<file path="src/rtl/probe_latch_pkg.sv">
// Shared types and constants for the touch-probe position latch
package probe_latch_pkg;
  localparam int VALUE_WIDTH = 32;
  localparam int TALLY_WIDTH = 16;
  localparam int FRAC_WIDTH = 8;
  localparam int STORE_DEPTH = 8;
  localparam int CLK_FREQ_HZ = 40000000;
  localparam logic [2:0] EDGE_UP_SELECT = 3'h2;
  localparam logic [2:0] EDGE_DOWN_SELECT = 3'h3;
  localparam logic [2:0] EDGE_ANY_SELECT = 3'h4;
  localparam logic [1:0] SINGLE_CAPTURE_MODE = 2'h0;
  localparam logic [1:0] COUNTED_CAPTURE_MODE = 2'h1;
  localparam logic [1:0] CIRCULAR_CAPTURE_MODE = 2'h2;
  localparam logic [TALLY_WIDTH-1:0] TALLY_RESET = 16'h0000;
  localparam logic [VALUE_WIDTH-1:0] VALUE_RESET = 32'h00000000;

  typedef struct packed {
    logic window_gate_enable;
    logic [VALUE_WIDTH-1:0] window_low_bound;
    logic [VALUE_WIDTH-1:0] window_high_bound;
  } window_cfg_type;

  typedef struct packed {
    logic [2:0] edge_select;
    logic [1:0] capture_mode;
    logic [TALLY_WIDTH-1:0] capture_limit;
    logic precise_time_enable;
  } capture_cfg_type;

  typedef enum logic [1:0] {
    IDLE_STATE = 2'b00,
    ARMED_STATE = 2'b01,
    DONE_STATE = 2'b10
  } latch_state_type;
endpackage

</file>
<file path="src/rtl/touch_probe_position_latch.sv">
// Touch-probe latch: edge detect, window gate, estimate and store of the monitored quantity
`timescale 1ns/1ps
// Overview of operation
// - With precise timing off, detection code 2 captures on a rising edge, 3 on a falling edge and 4 on either edge; with it on, the station strobe triggers.
// - With the window gate on, each trigger's estimate is checked and out-of-window values are dropped.
// - When the low bound is not above the high bound, only values between them are accepted.
// - When the low bound exceeds the high bound, values at most the high bound or at least the low bound pass.
// - With the window gate off, every trigger is captured whatever the value.
// - Each accepted capture goes to the latest value, in modes 1 and 2 also to the store, and advances the tally.
// - The captured value is interpolated between cycle samples at the trigger instant.
// - With precise timing on, the trigger instant is the station-reported detection time.
// - With precise timing off, the trigger instant is the next operation cycle after the edge was seen.
// - Mode 0 captures once, mode 1 a configured number of times, mode 2 into a circular store.
// - Both window bounds are inclusive.
module touch_probe_position_latch
  import probe_latch_pkg::*;
#(
  parameter int WIDTH = VALUE_WIDTH,
  parameter int DEPTH = STORE_DEPTH,
  parameter int FRAC = FRAC_WIDTH
) (
  input wire logic core_clk,
  input wire logic rst_n,
  input wire logic cycle_tick,
  input wire logic execute,
  input wire logic trigger_in,
  input wire logic station_event,
  input wire logic [FRAC-1:0] station_fraction,
  input wire logic [WIDTH-1:0] monitored_quantity,
  input wire window_cfg_type window_cfg,
  input wire capture_cfg_type capture_cfg,
  output logic busy,
  output logic done,
  output logic capture_pulse,
  output logic [WIDTH-1:0] latest_capture_value,
  output logic [TALLY_WIDTH-1:0] capture_tally,
  output logic [$clog2(DEPTH)-1:0] store_write_index,
  output logic [DEPTH-1:0][WIDTH-1:0] capture_store
);
  localparam int IDX_W = $clog2(DEPTH);
  localparam logic [IDX_W-1:0] IDX_LAST = IDX_W'(DEPTH - 1);

  initial begin
    if (DEPTH < 2 || (DEPTH & (DEPTH - 1)) != 0) $error("capture store depth must be a power of two");
    if (WIDTH != VALUE_WIDTH) $error("value width must match the package");
  end

  latch_state_type state;
  latch_state_type next_state;

  // Two-stage synchroniser for the pin-level trigger and station strobe
  logic trig_meta;
  logic trig_sync;
  logic trig_prev;
  logic stn_meta;
  logic stn_sync;
  logic stn_prev;
  logic [FRAC-1:0] stn_frac_meta;
  logic [FRAC-1:0] stn_frac_sync;
  always_ff @(posedge core_clk or negedge rst_n) begin
    if (!rst_n) begin
      trig_meta <= 1'b0;
      trig_sync <= 1'b0;
      stn_meta <= 1'b0;
      stn_sync <= 1'b0;
      stn_frac_meta <= '0;
      stn_frac_sync <= '0;
    end else begin
      trig_meta <= trigger_in;
      trig_sync <= trig_meta;
      stn_meta <= station_event;
      stn_sync <= stn_meta;
      stn_frac_meta <= station_fraction;
      stn_frac_sync <= stn_frac_meta;
    end
  end

  // Samples of the quantity at the last two operation cycles
  logic [WIDTH-1:0] prev_sample;
  logic [WIDTH-1:0] curr_sample;
  logic pending_edge;

  wire logic rise = trig_sync & ~trig_prev;
  wire logic fall = ~trig_sync & trig_prev;
  wire logic edge_hit = (capture_cfg.edge_select == EDGE_UP_SELECT && rise)
                     || (capture_cfg.edge_select == EDGE_DOWN_SELECT && fall)
                     || (capture_cfg.edge_select == EDGE_ANY_SELECT && (rise || fall));
  wire logic stn_hit = stn_sync & ~stn_prev;

  // Trigger source: station strobe with its reported fraction, or the pin edge at cycle granularity
  wire logic raw_trigger = capture_cfg.precise_time_enable ? stn_hit : edge_hit;
  wire logic [FRAC-1:0] trig_frac = capture_cfg.precise_time_enable ? stn_frac_sync : '0;

  // The pin edge is resolved at the next operation cycle, so the estimate uses that cycle's sample
  wire logic eval_now = capture_cfg.precise_time_enable ? raw_trigger : (cycle_tick && (pending_edge || raw_trigger));
  wire logic [FRAC-1:0] eval_frac = capture_cfg.precise_time_enable ? trig_frac : {FRAC{1'b1}};

  logic [WIDTH-1:0] estimate;
  wire logic [WIDTH-1:0] est_prev = capture_cfg.precise_time_enable ? prev_sample : curr_sample;
  wire logic [WIDTH-1:0] est_curr = capture_cfg.precise_time_enable ? curr_sample : monitored_quantity;
  value_estimator #(
    .WIDTH(WIDTH),
    .FRAC(FRAC)
  ) u_estimator (
    .prev_value(est_prev),
    .curr_value(est_curr),
    .fraction(eval_frac),
    .estimate(estimate)
  );

  wire logic signed [WIDTH-1:0] est_s = $signed(estimate);
  wire logic signed [WIDTH-1:0] low_s = $signed(window_cfg.window_low_bound);
  wire logic signed [WIDTH-1:0] high_s = $signed(window_cfg.window_high_bound);
  wire logic wraps = low_s > high_s;
  wire logic in_plain = (est_s >= low_s) && (est_s <= high_s);
  wire logic in_wrap = (est_s <= high_s) || (est_s >= low_s);
  wire logic in_window = wraps ? in_wrap : in_plain;
  wire logic accept = (state == ARMED_STATE) && eval_now
                   && (!window_cfg.window_gate_enable || in_window);

  wire logic [TALLY_WIDTH-1:0] tally_inc = capture_tally + TALLY_WIDTH'(1);
  wire logic limit_hit = (capture_cfg.capture_mode == SINGLE_CAPTURE_MODE)
                      || (capture_cfg.capture_mode == COUNTED_CAPTURE_MODE
                          && tally_inc >= capture_cfg.capture_limit);
  wire logic use_store = capture_cfg.capture_mode != SINGLE_CAPTURE_MODE;
  wire logic [IDX_W-1:0] idx_inc = (store_write_index == IDX_LAST) ? '0 : store_write_index + IDX_W'(1);

  always_comb begin
    next_state = state;
    unique case (state)
      IDLE_STATE: begin
        if (execute) begin
          next_state = ARMED_STATE;
        end
      end
      ARMED_STATE: begin
        if (!execute) begin
          next_state = IDLE_STATE;
        end else if (accept && limit_hit) begin
          next_state = DONE_STATE;
        end
      end
      DONE_STATE: begin
        if (!execute) begin
          next_state = IDLE_STATE;
        end
      end
      default: begin
        next_state = IDLE_STATE;
      end
    endcase
  end

  always_ff @(posedge core_clk or negedge rst_n) begin
    if (!rst_n) begin
      state <= IDLE_STATE;
      trig_prev <= 1'b0;
      stn_prev <= 1'b0;
      prev_sample <= VALUE_RESET;
      curr_sample <= VALUE_RESET;
      pending_edge <= 1'b0;
    end else begin
      state <= next_state;
      trig_prev <= trig_sync;
      stn_prev <= stn_sync;
      if (cycle_tick) begin
        prev_sample <= curr_sample;
        curr_sample <= monitored_quantity;
        pending_edge <= 1'b0;
      end else if (raw_trigger && !capture_cfg.precise_time_enable) begin
        pending_edge <= 1'b1;
      end
    end
  end

  always_ff @(posedge core_clk or negedge rst_n) begin
    if (!rst_n) begin
      busy <= 1'b0;
      done <= 1'b0;
      capture_pulse <= 1'b0;
      latest_capture_value <= VALUE_RESET;
      capture_tally <= TALLY_RESET;
      store_write_index <= '0;
    end else begin
      busy <= (next_state == ARMED_STATE);
      done <= (next_state == DONE_STATE);
      capture_pulse <= accept;
      if (state == IDLE_STATE && execute) begin
        capture_tally <= TALLY_RESET;
        store_write_index <= '0;
      end else if (accept) begin
        latest_capture_value <= estimate;
        capture_tally <= tally_inc;
        if (use_store) begin
          store_write_index <= idx_inc;
        end
      end
    end
  end

  genvar g;
  generate
    for (g = 0; g < DEPTH; g++) begin : g_store
      always_ff @(posedge core_clk or negedge rst_n) begin
        if (!rst_n) begin
          capture_store[g] <= VALUE_RESET;
        end else if (accept && use_store && store_write_index == IDX_W'(g)) begin
          capture_store[g] <= estimate;
        end
      end
    end
  endgenerate

  a_capture_tally_step: assert property (@(posedge core_clk) disable iff (!rst_n)
    accept && !(state == IDLE_STATE) |=> capture_tally == $past(capture_tally) + TALLY_WIDTH'(1))
    else $error("tally did not advance on capture");
  a_latest_value_load: assert property (@(posedge core_clk) disable iff (!rst_n)
    accept |=> latest_capture_value == $past(estimate))
    else $error("latest value not updated");
  a_window_reject: assert property (@(posedge core_clk) disable iff (!rst_n)
    window_cfg.window_gate_enable && !in_window |=> !capture_pulse)
    else $error("out-of-window capture");
  a_plain_window: assert property (@(posedge core_clk) disable iff (!rst_n)
    accept && window_cfg.window_gate_enable && !wraps
    |=> $signed(latest_capture_value) >= $signed($past(low_s))
        && $signed(latest_capture_value) <= $signed($past(high_s)))
    else $error("capture outside plain window");
  a_wrap_window: assert property (@(posedge core_clk) disable iff (!rst_n)
    accept && window_cfg.window_gate_enable && wraps
    |=> $signed(latest_capture_value) <= $signed($past(high_s))
        || $signed(latest_capture_value) >= $signed($past(low_s)))
    else $error("capture outside wrap window");
  a_gate_off_free: assert property (@(posedge core_clk) disable iff (!rst_n)
    state == ARMED_STATE && eval_now && !window_cfg.window_gate_enable |-> accept)
    else $error("trigger lost with gate off");
  a_single_finish: assert property (@(posedge core_clk) disable iff (!rst_n)
    accept && execute && capture_cfg.capture_mode == SINGLE_CAPTURE_MODE |=> done && !busy)
    else $error("single mode did not finish");
  a_up_edge_only: assert property (@(posedge core_clk) disable iff (!rst_n)
    !capture_cfg.precise_time_enable && capture_cfg.edge_select == EDGE_UP_SELECT && fall
    && !cycle_tick && !pending_edge |=> !pending_edge)
    else $error("falling edge taken in rising mode");
  a_store_wrap: assert property (@(posedge core_clk) disable iff (!rst_n)
    accept && use_store && store_write_index == IDX_LAST && !(state == IDLE_STATE) |=> store_write_index == '0)
    else $error("store index did not wrap");
endmodule

</file>
<file path="src/rtl/value_estimator.sv">
// Linear estimate of the monitored quantity between two cycle samples
`timescale 1ns/1ps
module value_estimator
  import probe_latch_pkg::*;
#(
  parameter int WIDTH = VALUE_WIDTH,
  parameter int FRAC = FRAC_WIDTH
) (
  input wire logic [WIDTH-1:0] prev_value,
  input wire logic [WIDTH-1:0] curr_value,
  input wire logic [FRAC-1:0] fraction,
  output logic [WIDTH-1:0] estimate
);
  initial begin
    if (WIDTH < 2 || FRAC < 1 || FRAC > 16) $error("value_estimator: bad widths");
  end

  // Signed step scaled by the fraction of the cycle elapsed at the trigger
  wire logic signed [WIDTH:0] step = $signed({curr_value[WIDTH-1], curr_value})
                                   - $signed({prev_value[WIDTH-1], prev_value});
  wire logic signed [WIDTH+FRAC+1:0] scaled = step * $signed({1'b0, fraction});
  wire logic signed [WIDTH+1:0] offset = scaled[WIDTH+FRAC+1:FRAC];
  wire logic signed [WIDTH+1:0] sum = $signed({{2{prev_value[WIDTH-1]}}, prev_value}) + offset;
  assign estimate = sum[WIDTH-1:0];
endmodule

</file>
<file path="config.mk">
export PLATFORM = sky130hd
export DESIGN_NAME = touch_probe_position_latch
export DESIGN_NICKNAME = d
export VERILOG_FILES = /design/src/rtl/probe_latch_pkg.sv /design/src/rtl/touch_probe_position_latch.sv /design/src/rtl/value_estimator.sv
export SDC_FILE = /design/constraint.sdc
export NUM_CORES = 1
export LEC_CHECK = 0
export ABC_AREA = 1
export BUFFER_PORTS_ARGS = -buffer_cell sky130_fd_sc_hd__buf_4
export CAP_MARGIN = 40
export CORE_MARGIN = 2
export CORE_UTILIZATION = 35
export DETAILED_ROUTE_END_ITERATION = 16
export GPL_TIMING_DRIVEN = 0
export PLACE_DENSITY = 0.51
export RECOVER_POWER = 50
export SYNTH_ARGS = -nofsm -noshare
export SYNTH_HDL_FRONTEND = slang
export SYNTH_HIERARCHICAL = 1
export SYNTH_SLANG_ARGS = --single-unit
export TNS_END_PERCENT = 50
</file>
<file path="constraint.sdc">
create_clock -name core_clk -period 24.5 [get_ports core_clk]
set_input_delay 2.45 -clock core_clk [delete_from_list [all_inputs] [get_ports core_clk]]
set_output_delay 2.45 -clock core_clk [all_outputs]
set_load 0.05 [all_outputs]
</file>
==> Yosys cells after proc, flatten, opt, wreduce, memory -nomap -nowiden <==
Cells that the tools add are included.
{ "classes": {"add_sub_neg": 4, "n_mul": 1, "n_lt_le_gt_ge": 4, "n_eq_ne": 15, "mux": 19, "bitwise": 7, "n_reduce_logical": 38} }
{ "op_table": {"columns": ["cell", "count"], "rows": [
  ["$mux W32", 2],
  ["$mul A33 B9 Y40", 1],
  ["$sub A32 B32 Y33", 1],
  ["$add A32 B32 Y32", 1],
  ["$ge A32 B32 Y1", 1],
  ["$gt A32 B32 Y1", 1],
  ["$le A32 B32 Y1", 1],
  ["$mux W16", 2],
  ["$logic_and A1 B1 Y1", 20],
  ["$add A16 B1 Y16 const B", 1],
  ["$ge A16 B16 Y1", 1],
  ["$eq A3 B3 Y1 const B", 5],
  ["$eq A3 B2 Y1 const B", 4],
  ["$mux W3", 4],
  ["$mux W2", 4],
  ["$mux W8", 1],
  ["$reduce_bool A2 Y1", 4],
  ["$logic_or A1 B1 Y1", 7],
  ["$eq A2 B1 Y1 const B", 3],
  ["$pmux W2 S3", 1],
  ["$mux W1", 5],
  ["$eq A2 B2 Y1 const B", 2],
  ["$logic_not A2 Y1", 2],
  ["$not A1 Y1", 4],
  ["other kinds (6)", 10]
]} }
{ "totals": {"reg_bits": 399, "in_bits": 133, "wordCells": 114} }

==> Logic depth before layout (Yosys ltp) <==
{ "logic_depth": {"depth_word": 16, "mapped_depth": 73, "depth_no_buf": 68} }

==> Modules after synthesis <==
Netlist, hierarchy kept.
{ "modules_own_cells": {"columns": ["mod", "instances", "cells_per_inst", "area_each_um2", "seq_area_each_um2"], "rows": [
  ["touch_probe_position_latch", 1, 2299, 18949.4, 9984.6],
  ["value_estimator", 1, 1766, 12429.4, 0.0]
]} }

==> Least setup slack after synthesis <==
OpenSTA, ideal clock, no wires.
{ "synth_timing": {"path_type": "in2reg", "from": "input capture_cfg[0] in the netlist's numbering", "to": "register latest_capture_value[12]", "arrival_ps": 11466, "required_time_ps": 24382, "path_slack_ps": 12916, "cell_stages": 66, "path_buffers": 5, "path_cell_list": "inv_1 > clkbuf_1 > clkbuf_1 > nand2_1 > o21ai_0 > inv_1 > ha_1 > fa_1 > inv_1 > nand3_1 > nand2_2 > nand2_1 > nand2_2 > nand2_1 > nand2_2 > inv_2 > o21bai_4 > a21oi_2 > [... 30 more ...] > nand2_1 > nor2_2 > nand2_1 > nor4_2 > nand2_1 > nand3_1 > nand2_1 > nor2_1 > nand2_1 > nand2_1 > nand2_1 > buf_4 > nand2_4 > inv_1 > buf_4 > buf_6 > nand2_1 > nand2_1"} }
{ "synth_via": {"elab_chain_len": 10} }
{ "synth_rtl": {"columns": ["item", "line", "rtl"], "rows": [
  ["start: declaration", "touch_probe_position_latch.sv:31", "input wire capture_cfg_type capture_cfg,"],
  ["$mux W32 (*)", "touch_probe_position_latch.sv:100", "wire logic [WIDTH-1:0] est_curr = capture_cfg.precise_time_enable ? curr_sample : monitored_quantity;"],
  ["via est_curr[0]", "touch_probe_position_latch.sv:100", null],
  ["$sub A32 B32 Y33 (*)", "value_estimator.sv:20", "- $signed({prev_value[WIDTH-1], prev_value});"],
  ["$mul A33 B9 Y40 (*)", "value_estimator.sv:21", "wire logic signed [WIDTH+FRAC+1:0] scaled = step * $signed({1'b0, fraction});"],
  ["$add A32 B32 Y32 (*)", "value_estimator.sv:23", "wire logic signed [WIDTH+1:0] sum = $signed({{2{prev_value[WIDTH-1]}}, prev_value}) + offset;"],
  ["via est_s[31]", "touch_probe_position_latch.sv:111", "wire logic signed [WIDTH-1:0] est_s = $signed(estimate);"],
  ["$ge A32 B32 Y1 or $le A32 B32 Y1 (tied branches)", "touch_probe_position_latch.sv:115, touch_probe_position_latch.sv:116", null],
  ["$logic_and A1 B1 Y1 or $logic_or A1 B1 Y1 (tied branches)", "touch_probe_position_latch.sv:115, touch_probe_position_latch.sv:116", null],
  ["$mux W1 (*)", "touch_probe_position_latch.sv:117", "wire logic in_window = wraps ? in_wrap : in_plain;"],
  ["$logic_or A1 B1 Y1 (*)", "touch_probe_position_latch.sv:119", "&& (!window_cfg.window_gate_enable || in_window);"],
  ["$logic_and A1 B1 Y1 (*)", "touch_probe_position_latch.sv:119", null],
  ["$reduce_and A2 Y1 (no line) (*)", null, null],
  ["end signal: assignment", "touch_probe_position_latch.sv:192", "latest_capture_value <= estimate;"],
  ["end: declaration", "touch_probe_position_latch.sv:35", "output logic [WIDTH-1:0] latest_capture_value,"]
]} }
The timed path passes the listed nets; every way through them passes the cells marked *.
A chain may end at the register's enable or synchronous reset.

==> Final worst setup path <==
{ "layout_timing": {"from": "input capture_cfg[0] in the netlist's numbering", "to": "register capture_store[183] in the netlist's numbering"} }
{ "layout_via": {"elab_chain_len": 11} }
{ "layout_rtl": {"columns": ["item", "line", "rtl"], "rows": [
  ["$mux W32 (*)", "touch_probe_position_latch.sv:100", null],
  ["via est_curr[0]", "touch_probe_position_latch.sv:100", null],
  ["$sub A32 B32 Y33 (*)", "value_estimator.sv:20", null],
  ["$mul A33 B9 Y40 (*)", "value_estimator.sv:21", null],
  ["$add A32 B32 Y32 (*)", "value_estimator.sv:23", null],
  ["via est_s[31]", "touch_probe_position_latch.sv:111", null],
  ["$ge A32 B32 Y1 or $le A32 B32 Y1 (tied branches)", "touch_probe_position_latch.sv:115, touch_probe_position_latch.sv:116", null],
  ["$logic_and A1 B1 Y1 or $logic_or A1 B1 Y1 (tied branches)", "touch_probe_position_latch.sv:115, touch_probe_position_latch.sv:116", null],
  ["$mux W1 (*)", "touch_probe_position_latch.sv:117", null],
  ["$logic_or A1 B1 Y1 (*)", "touch_probe_position_latch.sv:119", null],
  ["$logic_and A1 B1 Y1 (*)", "touch_probe_position_latch.sv:119", null],
  ["$logic_and A1 B1 Y1 (*) (2 in a row)", "touch_probe_position_latch.sv:207", "end else if (accept && use_store && store_write_index == IDX_W'(g)) begin"],
  ["end signal: indexed assignment", "touch_probe_position_latch.sv:208", "capture_store[g] <= estimate;"],
  ["end: declaration", "touch_probe_position_latch.sv:38", "output logic [DEPTH-1:0][WIDTH-1:0] capture_store"]
]} }
Marked as above.

==> impl_summary.log <==
[metrics] Mapped Avg Cell Area: roughly 7.7 um2
[metrics] aggregate negative setup slack: 0 ns
[metrics] aggregate routed wire length: between 100 and 150 mm
[metrics] fraction of the yosys area taken by sequential cells: 31.82%
[metrics] global placer's final weighted congestion: 0.9150
[metrics] cell family with the largest share of critical-path delay: simple AND/OR/NAND/NOR gates
[metrics] DR DRC count: 0
[metrics] peak clock frequency supported by timing: 0.06624 GHz
[metrics] Inst Count DP: 5685
[metrics] most frequent cells after synthesis: sky130_fd_sc_hd__nand2_1 (1422), sky130_fd_sc_hd__inv_1 (578), sky130_fd_sc_hd__dfrtp_1 (399)
[metrics] global routing usage on met1: 33.60%
[metrics] vias: 27.97k
[metrics] maximum net fanout on the critical path: 10
[metrics] Worst Hold Path Cells: 0
[metrics] maximum level of the CTS H-tree: 2
[metrics] area growth from synthesis to layout: 19.10%
[metrics] RR Startpoint: curr_sample[0]
[metrics] Non-Filler Cell Area, Final: 37370 um2
[metrics] pins over their slew limit: about 410
[metrics] global-route layer with the greatest usage: met2
[metrics] Clock Latency Late Sink: just over 0.6 ns
[metrics] global-route wire length before repair: 169.5 mm
[metrics] top-level I/O count: between 400 and 500
[metrics] largest cells by area after synthesis: sky130_fd_sc_hd__dfrtp_1 (32%), sky130_fd_sc_hd__nand2_1 (17%), sky130_fd_sc_hd__fa_1 (13%)
[metrics] Final Instance Count excl. Fillers: 5777
[metrics] WHS Endpoint: stn_frac_sync[1]
[metrics] predominant post-synthesis flop cell: sky130_fd_sc_hd__dfrtp_1
[metrics] Detailed Routing Iterations Pass 1: 6
[metrics] initial core utilization: 35.40%
[metrics] stages on the worst setup path: 67
[metrics] area of the core: 88650 um2
[metrics] Max-slew headroom: -298.7%
[metrics] clk_skew: around 0.043 ns
[metrics] post-cts repair resize count: 0
[metrics] min Tclk post-route: 15.10 ns
[metrics] result of the run: finished with violations
[metrics] clock sink total: 399
[metrics] post-synthesis cell area: 31380 um2
[metrics] CTS clock-pin slew for the worst setup and hold paths: 0.06 ns
[metrics] endpoint required time on the critical path: 24.97 ns
[metrics] die height: 303.4 um
[metrics] distinct cell type count after synthesis: 61
[metrics] crit path max-delay cell type: sky130_fd_sc_hd__o21ai_0
[metrics] clk root buf: sky130_fd_sc_hd__clkbuf_16
[metrics] unrepaired setup endpoints after global routing: no
[metrics] Crit path buffers/inverters: 16
[metrics] initial antenna violation count: 16
[metrics] standard-cell rows: 109
[metrics] top cell type by total area after synthesis: sky130_fd_sc_hd__dfrtp_1
[metrics] number of clock buffers inserted by TritonCTS: 43
[metrics] post-DP HPWL: 92.96 mm
[metrics] number of antenna-violating nets in the routed design: 0
[metrics] fin crit share: about three fifths
[metrics] final hold violation count: 0
[metrics] Critical Path Source Type: input port
[metrics] die width: 303.4 um
[metrics] share of flip-flops with an asynchronous set or reset: 100.0%
[metrics] Layout Nets: 5158
[metrics] global routing met2 resource utilization: roughly 41%
[metrics] end of the worst register-to-register path: capture_store[183]
[metrics] Critical Path End Type: flip-flop
[metrics] launching instance or port of the critical path: capture_cfg[0]
[metrics] vias in the first global route: 27.14k
[metrics] register-to-register path setup slack: roughly 12 ns
[metrics] area fraction of the dominant cell type after synthesis: 31.82%
[metrics] cell with the most instances after synthesis: sky130_fd_sc_hd__nand2_1
[metrics] violated checks: capacitance limit, slew limit
[metrics] CTS Hold Buffers Added: 0
[metrics] largest net degree at the start of global routing: approximately 120
[metrics] vias per cell: around 4.8
[metrics] startpoint of the most critical hold path: stn_frac_meta[1]
[metrics] GR met3 Demand/Resource: 3.334%
[metrics] synthesized instance count: 4065
[metrics] DRT iter0 DRCs: 2148
[metrics] Post-synth EDFFs: 0
[metrics] cell occurring most often along the worst timing path: sky130_fd_sc_hd__nand2_1
[metrics] number of I/O port buffers: around 440
[metrics] Arrival @ worst endpoint: between 15 and 20 ns
[metrics] slew at the pin closest to its max-slew limit: between 5 and 6 ns
[metrics] routed wirelength normalized by instance count: 19.85 um
[metrics] setup repair bufs after CTS: 0
[metrics] CTS tree: done
[metrics] depth of the worst register-to-register path: 64
[metrics] Crit path largest cell delay: 0.88 ns
[metrics] number of max-cap violations: 4
[metrics] instance area at placement: roughly 36000 um2
[metrics] CTS max path bufs: 3
[metrics] fraction of final layout cells sized beyond drive strength 1: between 10% and 20%
[metrics] DIE AREA: 92060 um2
[metrics] overall global routing resource usage: about 24%
[metrics] count of endpoints failing setup in the final report: 0
[metrics] worst hold path type: reg -> reg
[metrics] critical path start-end classification: in -> reg
[metrics] post-synthesis sequential element count: 399
[metrics] grt ovf: 0
[metrics] Yosys warnings: 6
[metrics] Post-Synthesis Net Count: 4658
==> kinds of logic after synthesis <==
logic type	synth area share (%)
XOR/XNOR	2.959
buffers and inverters	9.251
flip-flops	31.82
AND/OR/NAND/NOR	24.51
adder cells (fa/ha/maj)	23.13
AO/OA/AOI/OAI	8.334
==> how the worst max path moves through the flow <==
stage                               end
2_1_floorplan  latest_capture_value[12]
3_3_place_gp         capture_store[187]
3_5_place_dp         capture_store[184]
4_1_cts              capture_store[183]
5_1_grt                stn_frac_meta[3]
6_report             capture_store[183]
==> stage by stage <==
step                utilization, %  worst slack [ns]  hold slack [ns]
floorplan                        -             12.92           0.3312
global placement             40.78             8.926           0.3329
detailed placement           41.00             8.979           0.3347
CTS                          42.68             9.561           0.3469
global route                 42.15             6.941           0.3525
finish                       42.16             9.404           0.3454
==> worst register-to-register path: cells and delay by family, from the launching register on <==
family	cells	cell delay, ns
adders and majority gates	9	3.58
AOI/OAI and AO/OA	8	2.43
xor gates and xnor gates	1	0.44
and+or+nand+nor	33	4.21
DFF	1	0.32
buffers and inverters	13	1.55
==> metal layers <==
layer,vias up,routed length (um)
li1,13610,-
met1,13470,51190
met2,746,53850
met3,136,6584
met4,8,2973
met5,-,49
==> sequential cells by signal, summed over array words and instances, names as in the netlist, 2 cells and up <==
| register | cells |
|---|---|
| latest_capture_value | 32 |
| state | 2 |
| stn_frac_meta | 8 |
| capture_tally | 16 |
| curr_sample | 32 |
| prev_sample | 32 |
| capture_store | 256 |
| store_write_index | 3 |
| stn_frac_sync | 8 |
==> area by class of cell <==
class                           count  area (um2)
Timing Repair Buffer              455        3009
Clock inverter                     11       162.7
Antenna cell                       12       30.03
Sequential cell                   399        9985
Buffer                            147       691.9
Inverter                          589        2211
Fill cell                        9379       51280
Multi-Input combinational cell   2930       18490
Tap cell                         1165        1458
Clock buffer                       69        1334
==> cell usage in the layout (no fill, tap or decap), types with 24 or more instances in the layout <==
cell type	netlist	routed
sky130_fd_sc_hd__nand3_1	90	90
sky130_fd_sc_hd__dfrtp_1	399	399
sky130_fd_sc_hd__nor2_1	287	287
sky130_fd_sc_hd__clkbuf_16	0	43
sky130_fd_sc_hd__ha_1	260	260
sky130_fd_sc_hd__a21oi_1	158	158
sky130_fd_sc_hd__fa_1	200	200
sky130_fd_sc_hd__xnor2_1	24	24
sky130_fd_sc_hd__o21ai_0	195	195
sky130_fd_sc_hd__nand2_1	1422	1422
sky130_fd_sc_hd__buf_4	20	343
sky130_fd_sc_hd__clkbuf_1	80	204
sky130_fd_sc_hd__xor2_1	64	64
sky130_fd_sc_hd__inv_1	578	578
sky130_fd_sc_hd__buf_2	40	42
Power is left out: the tool's default activity adds up to more than one toggle a clock period on the data nets, which glitch-free logic cannot reach.
